===== config.mk =====
export PLATFORM = sky130hd
export DESIGN_NAME = pldc_cell
export DESIGN_NICKNAME = d
export VERILOG_FILES = /design/src/inc/pldc_pkg.sv /design/src/rtl/pldc_cell.sv /design/src/rtl/pldc_store.sv
export SDC_FILE = /design/constraint.sdc
export NUM_CORES = 1
export LEC_CHECK = 0
export BUFFER_PORTS_ARGS = -buffer_cell sky130_fd_sc_hd__buf_4
export CAP_MARGIN = 15
export CORE_UTILIZATION = 25
export DETAILED_ROUTE_END_ITERATION = 7
export GPL_TIMING_DRIVEN = 0
export PLACE_DENSITY = 0.45
export SYNTH_ARGS = -nofsm -noshare
export SYNTH_HDL_FRONTEND = slang
export SYNTH_SLANG_ARGS = --single-unit

===== constraint.sdc =====
create_clock -name sys_clk -period 3.65 [get_ports sys_clk]
set_input_delay 0.73 -clock sys_clk [delete_from_list [all_inputs] [get_ports sys_clk]]
set_output_delay 0.73 -clock sys_clk [all_outputs]
set_load 0.01 [all_outputs]

===== src/inc/pldc_pkg.sv =====
// Shared constants, encodings and carrier types for the logic datapath cell
package pldc_pkg;

	// ------------------------------------------------------------
	// Sizes
	// ------------------------------------------------------------
	localparam int DW = 8;
	localparam int PLD_IN = 12;
	localparam int PLD_PT = 8;
	localparam int PLD_OUT = 4;
	localparam int PLD_NUM = 2;
	localparam int FIFO_DEPTH = 4;
	localparam int FIFO_PW = 2;
	localparam int FIFO_CW = 3;
	localparam int CS_WORDS = 8;
	localparam int CS_AW = 3;
	localparam int CS_W = 16;
	localparam int BUS_AW = 3;

	// ------------------------------------------------------------
	// Bus address map of the working registers
	// ------------------------------------------------------------
	localparam logic [2:0] ADDR_ACC0 = 3'h0;
	localparam logic [2:0] ADDR_DAT0 = 3'h2;
	localparam logic [2:0] ADDR_FIFO0 = 3'h4;

	// ------------------------------------------------------------
	// Reset values and fixed values
	// ------------------------------------------------------------
	localparam logic [7:0] BYTE_ZERO = 8'h00;
	localparam logic [7:0] BYTE_ONES = 8'hff;
	localparam logic [7:0] BYTE_ONE = 8'h01;
	localparam logic [7:0] BYTE_MAXPOS = 8'h7f;
	localparam logic [7:0] BYTE_MINNEG = 8'h80;
	localparam logic [1:0] PTR_ZERO = 2'h0;
	localparam logic [1:0] PTR_ONE = 2'h1;
	localparam logic [2:0] CNT_ZERO = 3'h0;
	localparam logic [2:0] CNT_ONE = 3'h1;
	localparam logic [2:0] CNT_FULL = 3'h4;
	localparam logic [15:0] WORD_ZERO = 16'h0000;
	localparam logic FIFO_AS_INPUT = 1'b0;
	localparam logic FIFO_AS_OUTPUT = 1'b1;

	// ------------------------------------------------------------
	// Encodings
	// ------------------------------------------------------------
	typedef enum logic [2:0] {
		ALU_INC = 3'b000,
		ALU_DEC = 3'b001,
		ALU_ADD = 3'b010,
		ALU_SUB = 3'b011,
		ALU_AND = 3'b100,
		ALU_OR = 3'b101,
		ALU_XOR = 3'b110,
		ALU_PASS = 3'b111
	} pldc_alu_type;

	typedef enum logic [1:0] {
		SH_NONE = 2'b00,
		SH_LEFT = 2'b01,
		SH_RIGHT = 2'b10,
		SH_SWAP = 2'b11
	} pldc_shift_type;

	typedef enum logic [1:0] {
		SRCB_ACC0 = 2'b00,
		SRCB_ACC1 = 2'b01,
		SRCB_DAT0 = 2'b10,
		SRCB_DAT1 = 2'b11
	} pldc_srcb_type;

	// ------------------------------------------------------------
	// Carriers
	// ------------------------------------------------------------
	// One 16-bit control store word
	typedef struct packed {
		logic dat_from_fifo;
		logic fifo_take_alu;
		logic [1:0] fifo_op;
		logic acc_from_fifo;
		logic [1:0] acc_we;
		logic mask_en;
		pldc_shift_type shift;
		pldc_srcb_type srcb;
		logic srca;
		pldc_alu_type func;
	} pldc_cfg_type;

	typedef struct packed {
		logic [PLD_PT-1:0][PLD_IN-1:0] use_in;
		logic [PLD_PT-1:0][PLD_IN-1:0] inv_in;
		logic [PLD_OUT-1:0][PLD_PT-1:0] or_sel;
		logic [PLD_OUT-1:0] reg_sel;
	} pldc_pld_cfg_type;

	typedef struct packed {
		logic wr;
		logic rd;
		logic [BUS_AW-1:0] addr;
		logic [DW-1:0] wdata;
	} pldc_bus_type;

	typedef struct packed {
		logic [1:0] cmp_eq;
		logic [1:0] cmp_lt;
		logic [1:0] zero;
		logic [1:0] ones;
		logic ovf;
	} pldc_cond_type;

endpackage : pldc_pkg


===== src/rtl/pldc_cell.sv =====
// Programmable logic cell: two sum-of-products arrays and an 8-bit datapath
`timescale 1ns/1ps
module pldc_cell #(
	parameter int DW = pldc_pkg::DW,
	parameter int PLD_NUM = pldc_pkg::PLD_NUM
) (
	input wire logic sys_clk,
	input wire logic nrst,
	input wire logic [PLD_NUM-1:0][pldc_pkg::PLD_IN-1:0] pld_in,
	input wire pldc_pkg::pldc_pld_cfg_type [PLD_NUM-1:0] pld_cfg,
	output logic [PLD_NUM-1:0][pldc_pkg::PLD_OUT-1:0] pld_out,
	input wire logic [pldc_pkg::CS_AW-1:0] cs_addr,
	input wire logic cs_wr_en,
	input wire logic [pldc_pkg::CS_AW-1:0] cs_wr_addr,
	input wire logic [pldc_pkg::CS_W-1:0] cs_wr_data,
	input wire logic [DW-1:0] mask_cfg,
	input wire logic [1:0] fifo_dir,
	input wire pldc_pkg::pldc_bus_type bus_req,
	output logic [DW-1:0] bus_rdata,
	output logic [1:0] fifo_empty,
	output logic [1:0] fifo_full,
	output pldc_pkg::pldc_cond_type cond
);

	// ------------------------------------------------------------
	// Sum-of-products arrays
	// ------------------------------------------------------------
	// Output stage is always a flip-flop: combinational mode shows
	// the sum after one edge, registered mode adds the macrocell edge
	genvar g, p;
	generate
		for (g = 0; g < PLD_NUM; g++) begin : g_pld
			logic [pldc_pkg::PLD_PT-1:0] term;
			logic [pldc_pkg::PLD_OUT-1:0] sop;
			logic [pldc_pkg::PLD_OUT-1:0] cell_ff;
			for (p = 0; p < pldc_pkg::PLD_PT; p++) begin : g_term
				// Unused inputs drop out of the AND
				assign term[p] = &(~pld_cfg[g].use_in[p] |
					(pld_in[g] ^ pld_cfg[g].inv_in[p]));
			end
			for (p = 0; p < pldc_pkg::PLD_OUT; p++) begin : g_sum
				assign sop[p] = |(pld_cfg[g].or_sel[p] & term);
			end
			always_ff @(posedge sys_clk or negedge nrst) begin
				if (!nrst) begin
					cell_ff <= '0;
					pld_out[g] <= '0;
				end else begin
					cell_ff <= sop;
					pld_out[g] <= (pld_cfg[g].reg_sel & cell_ff) |
						(~pld_cfg[g].reg_sel & sop);
				end
			end
		end
	endgenerate

	// ------------------------------------------------------------
	// Control store
	// ------------------------------------------------------------
	logic [pldc_pkg::CS_W-1:0] cs_word;
	pldc_pkg::pldc_cfg_type cfg;

	pldc_store u_store (
		.sys_clk(sys_clk),
		.nrst(nrst),
		.wr_en(cs_wr_en),
		.wr_addr(cs_wr_addr),
		.wr_data(cs_wr_data),
		.rd_addr(cs_addr),
		.rd_data(cs_word)
	);

	// Word addressed in one cycle steers the datapath in the next
	assign cfg = pldc_pkg::pldc_cfg_type'(cs_word);

	// ------------------------------------------------------------
	// Working registers
	// ------------------------------------------------------------
	logic [DW-1:0] acc_ff [2];
	logic [DW-1:0] dat_ff [2];
	logic [DW-1:0] fifo_head [2];
	logic [1:0] fifo_ok;

	// ------------------------------------------------------------
	// ALU
	// ------------------------------------------------------------
	logic [DW-1:0] op_a;
	logic [DW-1:0] op_b;
	logic [DW-1:0] alu_raw;
	logic [DW-1:0] alu_sh;
	logic [DW-1:0] alu_out;
	logic alu_ovf;

	assign op_a = cfg.srca ? acc_ff[1] : acc_ff[0];
	assign op_b = (cfg.srcb == pldc_pkg::SRCB_ACC0) ? acc_ff[0] :
		(cfg.srcb == pldc_pkg::SRCB_ACC1) ? acc_ff[1] :
		(cfg.srcb == pldc_pkg::SRCB_DAT0) ? dat_ff[0] :
		dat_ff[1];

	always_comb begin
		alu_raw = op_a;
		alu_ovf = 1'b0;
		case (cfg.func)
			pldc_pkg::ALU_INC: begin
				alu_raw = op_a + pldc_pkg::BYTE_ONE;
				alu_ovf = (op_a == pldc_pkg::BYTE_MAXPOS);
			end
			pldc_pkg::ALU_DEC: begin
				alu_raw = op_a - pldc_pkg::BYTE_ONE;
				alu_ovf = (op_a == pldc_pkg::BYTE_MINNEG);
			end
			pldc_pkg::ALU_ADD: begin
				alu_raw = op_a + op_b;
				alu_ovf = (op_a[DW-1] == op_b[DW-1]) &&
					(alu_raw[DW-1] != op_a[DW-1]);
			end
			pldc_pkg::ALU_SUB: begin
				alu_raw = op_a - op_b;
				alu_ovf = (op_a[DW-1] != op_b[DW-1]) &&
					(alu_raw[DW-1] != op_a[DW-1]);
			end
			pldc_pkg::ALU_AND: alu_raw = op_a & op_b;
			pldc_pkg::ALU_OR: alu_raw = op_a | op_b;
			pldc_pkg::ALU_XOR: alu_raw = op_a ^ op_b;
			pldc_pkg::ALU_PASS: alu_raw = op_a;
			default: alu_raw = op_a;
		endcase
	end

	// Shift and mask follow any function
	assign alu_sh = (cfg.shift == pldc_pkg::SH_LEFT) ?
		{alu_raw[DW-2:0], 1'b0} :
		(cfg.shift == pldc_pkg::SH_RIGHT) ? {1'b0, alu_raw[DW-1:1]} :
		(cfg.shift == pldc_pkg::SH_SWAP) ?
		{alu_raw[DW/2-1:0], alu_raw[DW-1:DW/2]} : alu_raw;
	assign alu_out = cfg.mask_en ? (alu_sh | mask_cfg) : alu_sh;

	// ------------------------------------------------------------
	// Registers and FIFOs, one slice per index
	// ------------------------------------------------------------
	// Datapath writes win over a bus write in the same cycle
	genvar i;
	generate
		for (i = 0; i < 2; i++) begin : g_slice
			logic [DW-1:0] mem_ff [pldc_pkg::FIFO_DEPTH];
			logic [pldc_pkg::FIFO_PW-1:0] wp_ff;
			logic [pldc_pkg::FIFO_PW-1:0] rp_ff;
			logic [pldc_pkg::FIFO_CW-1:0] cnt_ff;
			logic [pldc_pkg::FIFO_CW-1:0] nxt_cnt;
			logic [DW-1:0] nxt_acc;
			logic [DW-1:0] nxt_dat;
			logic [DW-1:0] push_data;
			logic is_out;
			logic hit_acc;
			logic hit_dat;
			logic hit_fifo;
			logic full;
			logic empty;
			logic push;
			logic pop;
			logic push_ok;
			logic pop_ok;
			logic take_acc;
			logic take_dat;

			assign is_out = (fifo_dir[i] == pldc_pkg::FIFO_AS_OUTPUT);
			assign hit_acc = (bus_req.addr == 3'(pldc_pkg::ADDR_ACC0 + i));
			assign hit_dat = (bus_req.addr == 3'(pldc_pkg::ADDR_DAT0 + i));
			assign hit_fifo = (bus_req.addr ==
				3'(pldc_pkg::ADDR_FIFO0 + i));
			assign full = (cnt_ff == pldc_pkg::CNT_FULL);
			assign empty = (cnt_ff == pldc_pkg::CNT_ZERO);

			// Direction decides who fills and who drains
			assign push = is_out ? cfg.fifo_op[i] :
				(bus_req.wr & hit_fifo);
			assign pop = is_out ? (bus_req.rd & hit_fifo) :
				cfg.fifo_op[i];
			// A full write or empty read leaves the contents alone
			assign push_ok = push & ~full;
			assign pop_ok = pop & ~empty;
			assign push_data = ~is_out ? bus_req.wdata :
				cfg.fifo_take_alu ? alu_out : acc_ff[i];
			assign fifo_head[i] = mem_ff[rp_ff];
			assign fifo_ok[i] = ~is_out & cfg.fifo_op[i] & ~empty;

			assign nxt_cnt = cnt_ff + (push_ok ? pldc_pkg::CNT_ONE :
				pldc_pkg::CNT_ZERO) - (pop_ok ? pldc_pkg::CNT_ONE :
				pldc_pkg::CNT_ZERO);

			// Loads from a FIFO need a byte waiting in it
			assign take_acc = cfg.acc_from_fifo & fifo_ok[i];
			assign take_dat = cfg.dat_from_fifo & fifo_ok[i];
			assign nxt_acc = cfg.acc_we[i] ?
				(take_acc ? fifo_head[i] : alu_out) :
				(bus_req.wr & hit_acc) ? bus_req.wdata :
				acc_ff[i];
			assign nxt_dat = take_dat ? fifo_head[i] :
				(bus_req.wr & hit_dat) ? bus_req.wdata :
				dat_ff[i];

			always_ff @(posedge sys_clk) begin
				if (push_ok) begin
					mem_ff[wp_ff] <= push_data;
				end
			end

			always_ff @(posedge sys_clk or negedge nrst) begin
				if (!nrst) begin
					acc_ff[i] <= pldc_pkg::BYTE_ZERO;
					dat_ff[i] <= pldc_pkg::BYTE_ZERO;
					wp_ff <= pldc_pkg::PTR_ZERO;
					rp_ff <= pldc_pkg::PTR_ZERO;
					cnt_ff <= pldc_pkg::CNT_ZERO;
					fifo_empty[i] <= 1'b1;
					fifo_full[i] <= 1'b0;
				end else begin
					acc_ff[i] <= nxt_acc;
					dat_ff[i] <= nxt_dat;
					wp_ff <= push_ok ? wp_ff + pldc_pkg::PTR_ONE : wp_ff;
					rp_ff <= pop_ok ? rp_ff + pldc_pkg::PTR_ONE : rp_ff;
					cnt_ff <= nxt_cnt;
					fifo_empty[i] <= (nxt_cnt == pldc_pkg::CNT_ZERO);
					fifo_full[i] <= (nxt_cnt == pldc_pkg::CNT_FULL);
				end
			end
		end
	endgenerate

	// ------------------------------------------------------------
	// Conditions
	// ------------------------------------------------------------
	// Flags follow the register values one edge later; ovf follows the ALU overflow of the current word
	pldc_pkg::pldc_cond_type nxt_cond;

	assign nxt_cond.cmp_eq = {acc_ff[1] == dat_ff[1],
		acc_ff[0] == dat_ff[0]};
	assign nxt_cond.cmp_lt = {acc_ff[1] < dat_ff[1],
		acc_ff[0] < dat_ff[0]};
	assign nxt_cond.zero = {acc_ff[1] == pldc_pkg::BYTE_ZERO,
		acc_ff[0] == pldc_pkg::BYTE_ZERO};
	assign nxt_cond.ones = {acc_ff[1] == pldc_pkg::BYTE_ONES,
		acc_ff[0] == pldc_pkg::BYTE_ONES};
	assign nxt_cond.ovf = alu_ovf;

	// ------------------------------------------------------------
	// Bus read path
	// ------------------------------------------------------------
	logic [DW-1:0] rd_mux;

	assign rd_mux = (bus_req.addr == pldc_pkg::ADDR_ACC0) ? acc_ff[0] :
		(bus_req.addr == 3'(pldc_pkg::ADDR_ACC0 + 1)) ? acc_ff[1] :
		(bus_req.addr == pldc_pkg::ADDR_DAT0) ? dat_ff[0] :
		(bus_req.addr == 3'(pldc_pkg::ADDR_DAT0 + 1)) ? dat_ff[1] :
		(bus_req.addr == pldc_pkg::ADDR_FIFO0) ? fifo_head[0] :
		(bus_req.addr == 3'(pldc_pkg::ADDR_FIFO0 + 1)) ? fifo_head[1] :
		pldc_pkg::BYTE_ZERO;

	always_ff @(posedge sys_clk or negedge nrst) begin
		if (!nrst) begin
			bus_rdata <= pldc_pkg::BYTE_ZERO;
			cond <= '0;
		end else begin
			bus_rdata <= bus_req.rd ? rd_mux : bus_rdata;
			cond <= nxt_cond;
		end
	end

endmodule : pldc_cell


===== src/rtl/pldc_store.sv =====
// Control store memory with a registered read port
`timescale 1ns/1ps
module pldc_store #(
	parameter int WORDS = pldc_pkg::CS_WORDS,
	parameter int AW = pldc_pkg::CS_AW,
	parameter int W = pldc_pkg::CS_W
) (
	input wire logic sys_clk,
	input wire logic nrst,
	input wire logic wr_en,
	input wire logic [AW-1:0] wr_addr,
	input wire logic [W-1:0] wr_data,
	input wire logic [AW-1:0] rd_addr,
	output logic [W-1:0] rd_data
);

	logic [W-1:0] mem [WORDS];

	// ------------------------------------------------------------
	// Storage
	// ------------------------------------------------------------
	// Array is left without reset so it maps onto plain RAM
	always_ff @(posedge sys_clk) begin
		if (wr_en) begin
			mem[wr_addr] <= wr_data;
		end
	end

	// ------------------------------------------------------------
	// Read
	// ------------------------------------------------------------
	always_ff @(posedge sys_clk or negedge nrst) begin
		if (!nrst) begin
			rd_data <= pldc_pkg::WORD_ZERO;
		end else begin
			rd_data <= mem[rd_addr];
		end
	end

endmodule : pldc_store


==> flow_summary.toml <==
[sta]
fin_crit_ns = 3.86
finClkSkew_ns = 0.0333
fin_crit_sh = 1.06
setup_viol_count_final = 65
worstMarginPinSlew_ns = 0.937
timing.hold.ws_ns = 0.400
worst_slack_ns = -0.211
finalHoldViolations = 0
report.final.slew_viol_count = 0
grt_setup_unrepaired = "yes"
max_freq_ghz = 0.259
slew_headroom = 0.372

[finish]
nets = 2749
drive_gt1_frac = 0.391
syn2layout_area_growth_pct = 42.7
final_common_cell = "buf_4"
layout_common_cells = "buf_4 (564), xnor2_1 (203), edfxtp_1 (192)"
stdcell_count = 3134

[floorplanning]
die-area_um2 = 72700
die_y_um = 270
ios = 557
fp-row-count = 97
start_util = 0.254
coreArea_um2 = 70400
die_x_um = 270

[clocking]
cts_made_buffers = 35
clk_path_buf_depth = 3
clkTransAtPathRegs_ns = 0.06
root_buffer = "clkbuf_16"
htreeDepth = 2
clkSinkCount = 291
cts_tree = "yes"
clock_latency_ns = 0.57

[synthesis]
async_reset_ff_frac = 0.340
muxShareOfSynthArea = 0.104
synth-adder-area-share = 0.0468
synth_cells = 1539
syn_avg_cell_area_um2 = 11.6
synthSimpleGateAreaFrac = 0.103
syn-cell-area_um2 = 17900
synth.distinct_cells = 85
synth_fp_nets = 2131
synth_compound_area_frac = 0.152
yosys_warnings = 0
synthXorXnorAreaFrac = 0.102
synth_top_family_by_area = "compound AO/OA/AOI/OAI gates"
yosys_register_bits = 291
synthFlopType = "edfxtp_1"
seq_area_frac_synth = 0.461
synth_edf_count = 192

[grt]
antenna_found_initial = 26
track_usage = 0.232
met3_usage = 0.0608
grt_max_degree = 85
grt_pass1_vias = 16222
grt_use_met1 = 0.310
grt_util_met2 = 0.377
grt_pass1_wl_um = 121000
grt_busiest_layer = "met2"
overflow = 0

[run]
drv_cap = 0

[route]
routed_wl_um = 86400
dr.pass1.iters = 8
first_iter_violations = 1148
via_count = 15913
detail_route.wl_per_cell_um = 27.6
route.detailed.drc = 0
vias_per_cell = 5.08
antenna_left = 0

[setup_path]
cp_slowest_stage_delay_ns = 0.64
critPathKind = "reg2reg"
critPathMaxFanout = 7
crit_top_cell = "buf_4"
worst_setup_path_end_kind = "flop"
required_ns = 3.90
crit_arrival_ns = 4.11
start_kind = "flop"
cp_slowest_cell = "mux4_2"
crit_chain = "mux4_2 > ha_4 > fa_2 > nor3_4 > nor4_2 > o22a_2 > buf_4 > o311ai_4 > buf_4 > a21oi_4 > a211oi_4 > o22ai_2"

[outcome]
outcome = "complete, but fails checks"
violations = "setup timing"

[power_and_ir_drop]
vdd_ir_drop_max_uv = 307
pwr-share-comb = 0.462
finalPower_w = 0.0152
internal_power_w = 0.00933
p_per_area_nw_per_um2 = 596
switching_share = 0.388
power_frac_seq = 0.305
leakagePower_nw = 9.94
switchingPower_w = 0.00590
clkPwrFrac = 0.233

[placed_design]
io_buffers = 527
placed_cells = 3015
gp_congestion = 0.955
dp_hpwl_um = 71100

[worst_hold_path]
hold_class = "in2reg"
per-layer routing:
metal / share of wire / up-vias
met5: 0.0020 / -
met4: 0.015 / 26
met3: 0.081 / 115
met2: 0.47 / 667
met1: 0.43 / 7980
li1: - / 7125
synthesized netlist by cell type, types with 23 or more instances:
cell	number	area, um^2
dfrtp_1	97	2430
nor2b_1	29	181
clkbuf_1	62	233
a21oi_1	78	390
nand4_1	38	238
mux4_2	57	1280
a22oi_1	131	983
ha_1	59	738
a31oi_1	23	144
mux2_2	28	315
nand2b_1	24	150
edfxtp_1	192	5770
inv_1	56	210
xnor2_1	203	1780
nor2_1	99	372
nand2_1	58	218
layout make-up:
class | count | area [um^2]
multi-input combinational | 1107 | 9810
clock inverter | 16 | 206
timing repair buffer | 583 | 4530
sequential | 291 | 8250
inverter | 57 | 214
buffer | 82 | 393
tap | 940 | 1180
antenna | 10 | 25.0
clock buffer | 48 | 945
fill | 7105 | 44900
logic make-up (layout without fill, tap and decap cells):
family,after synthesis,count (layout)
xor+xnor,208,208
fa+ha+maj,64,64
flops,291,291
mux,107,107
buf+inv,141,786
simple gates,348,348
other cells,0,10
compound gates,380,380
sequential cells by signal (all words and copies together), names as in the netlist:
register and cells:
u_store.mem 128, g_slice.mem_ff 64, acc_ff 16, dat_ff 16, u_store.rd_data 16, cond 9, bus_rdata 8, g_pld.cell_ff 8
pld_out 8, g_slice.cnt_ff 6, g_slice.rp_ff 4, g_slice.wp_ff 4, fifo_empty 2, fifo_full 2
power by group through the flow:
stage | Sequential (W) | Clock [W] | Combinational, W
floorplan | 0.00445 | 0 | 0.00370
global placement | 0.00468 | 0 | 0.00572
detailed placement | 0.00470 | 0 | 0.00575
CTS | 0.00464 | 0.00365 | 0.00656
global route | 0.00470 | 0.00377 | 0.00760
finish | 0.00465 | 0.00354 | 0.00704
worst max-delay path: cells and delay by family, from the launching register on:
family | cells | cell delay (ns)
simple gates | 2 | 0.32
mux | 1 | 0.64
fa+ha+maj | 2 | 0.61
buf+inv | 2 | 0.33
flops | 1 | 0.55
compound gates | 5 | 1.10
worst paths after layout:
path / depth (start not counted) / end / slack, ns / startpoint
min in group asynchronous: 2 / g_pld[1].cell_ff[0] / 0.57 / nrst
max reg2reg: 12 / g_slice[1].mem_ff[2][0] / -0.21 / acc_ff[8]
max: 12 / g_slice[1].mem_ff[2][0] / -0.21 / acc_ff[8]
min: 1 / u_store.mem[2][6] / 0.40 / cs_wr_data[6]
min reg2reg: 1 / pld_out[5] / 0.48 / g_pld[1].cell_ff[1]
max in group asynchronous: 3 / fifo_empty[0] / 2.32 / nrst
repair_timing:
item                                   CTS  global route
hold buffers                             1             0
setup buffers                           24            22
resized for setup                      102            48
setup endpoints to repair               80            80
endpoints found under the hold margin   13             0
pin swaps                               33            28
per-stage QoR:
stage	instance area [um^2]	TNS, ns	util	worst slack, ns
after global routing	25500	-12.56	0.363	-0.256
after detailed placement	23200	-67.57	0.330	-1.07
final	25500	-8.79	0.363	-0.211
after global placement	23000	-72.14	0.327	-1.07
after CTS	25100	-10.30	0.356	-0.245
after floorplan	17900	0	-	0.0524
No activity file was read; power rests on OpenSTA's default activity.
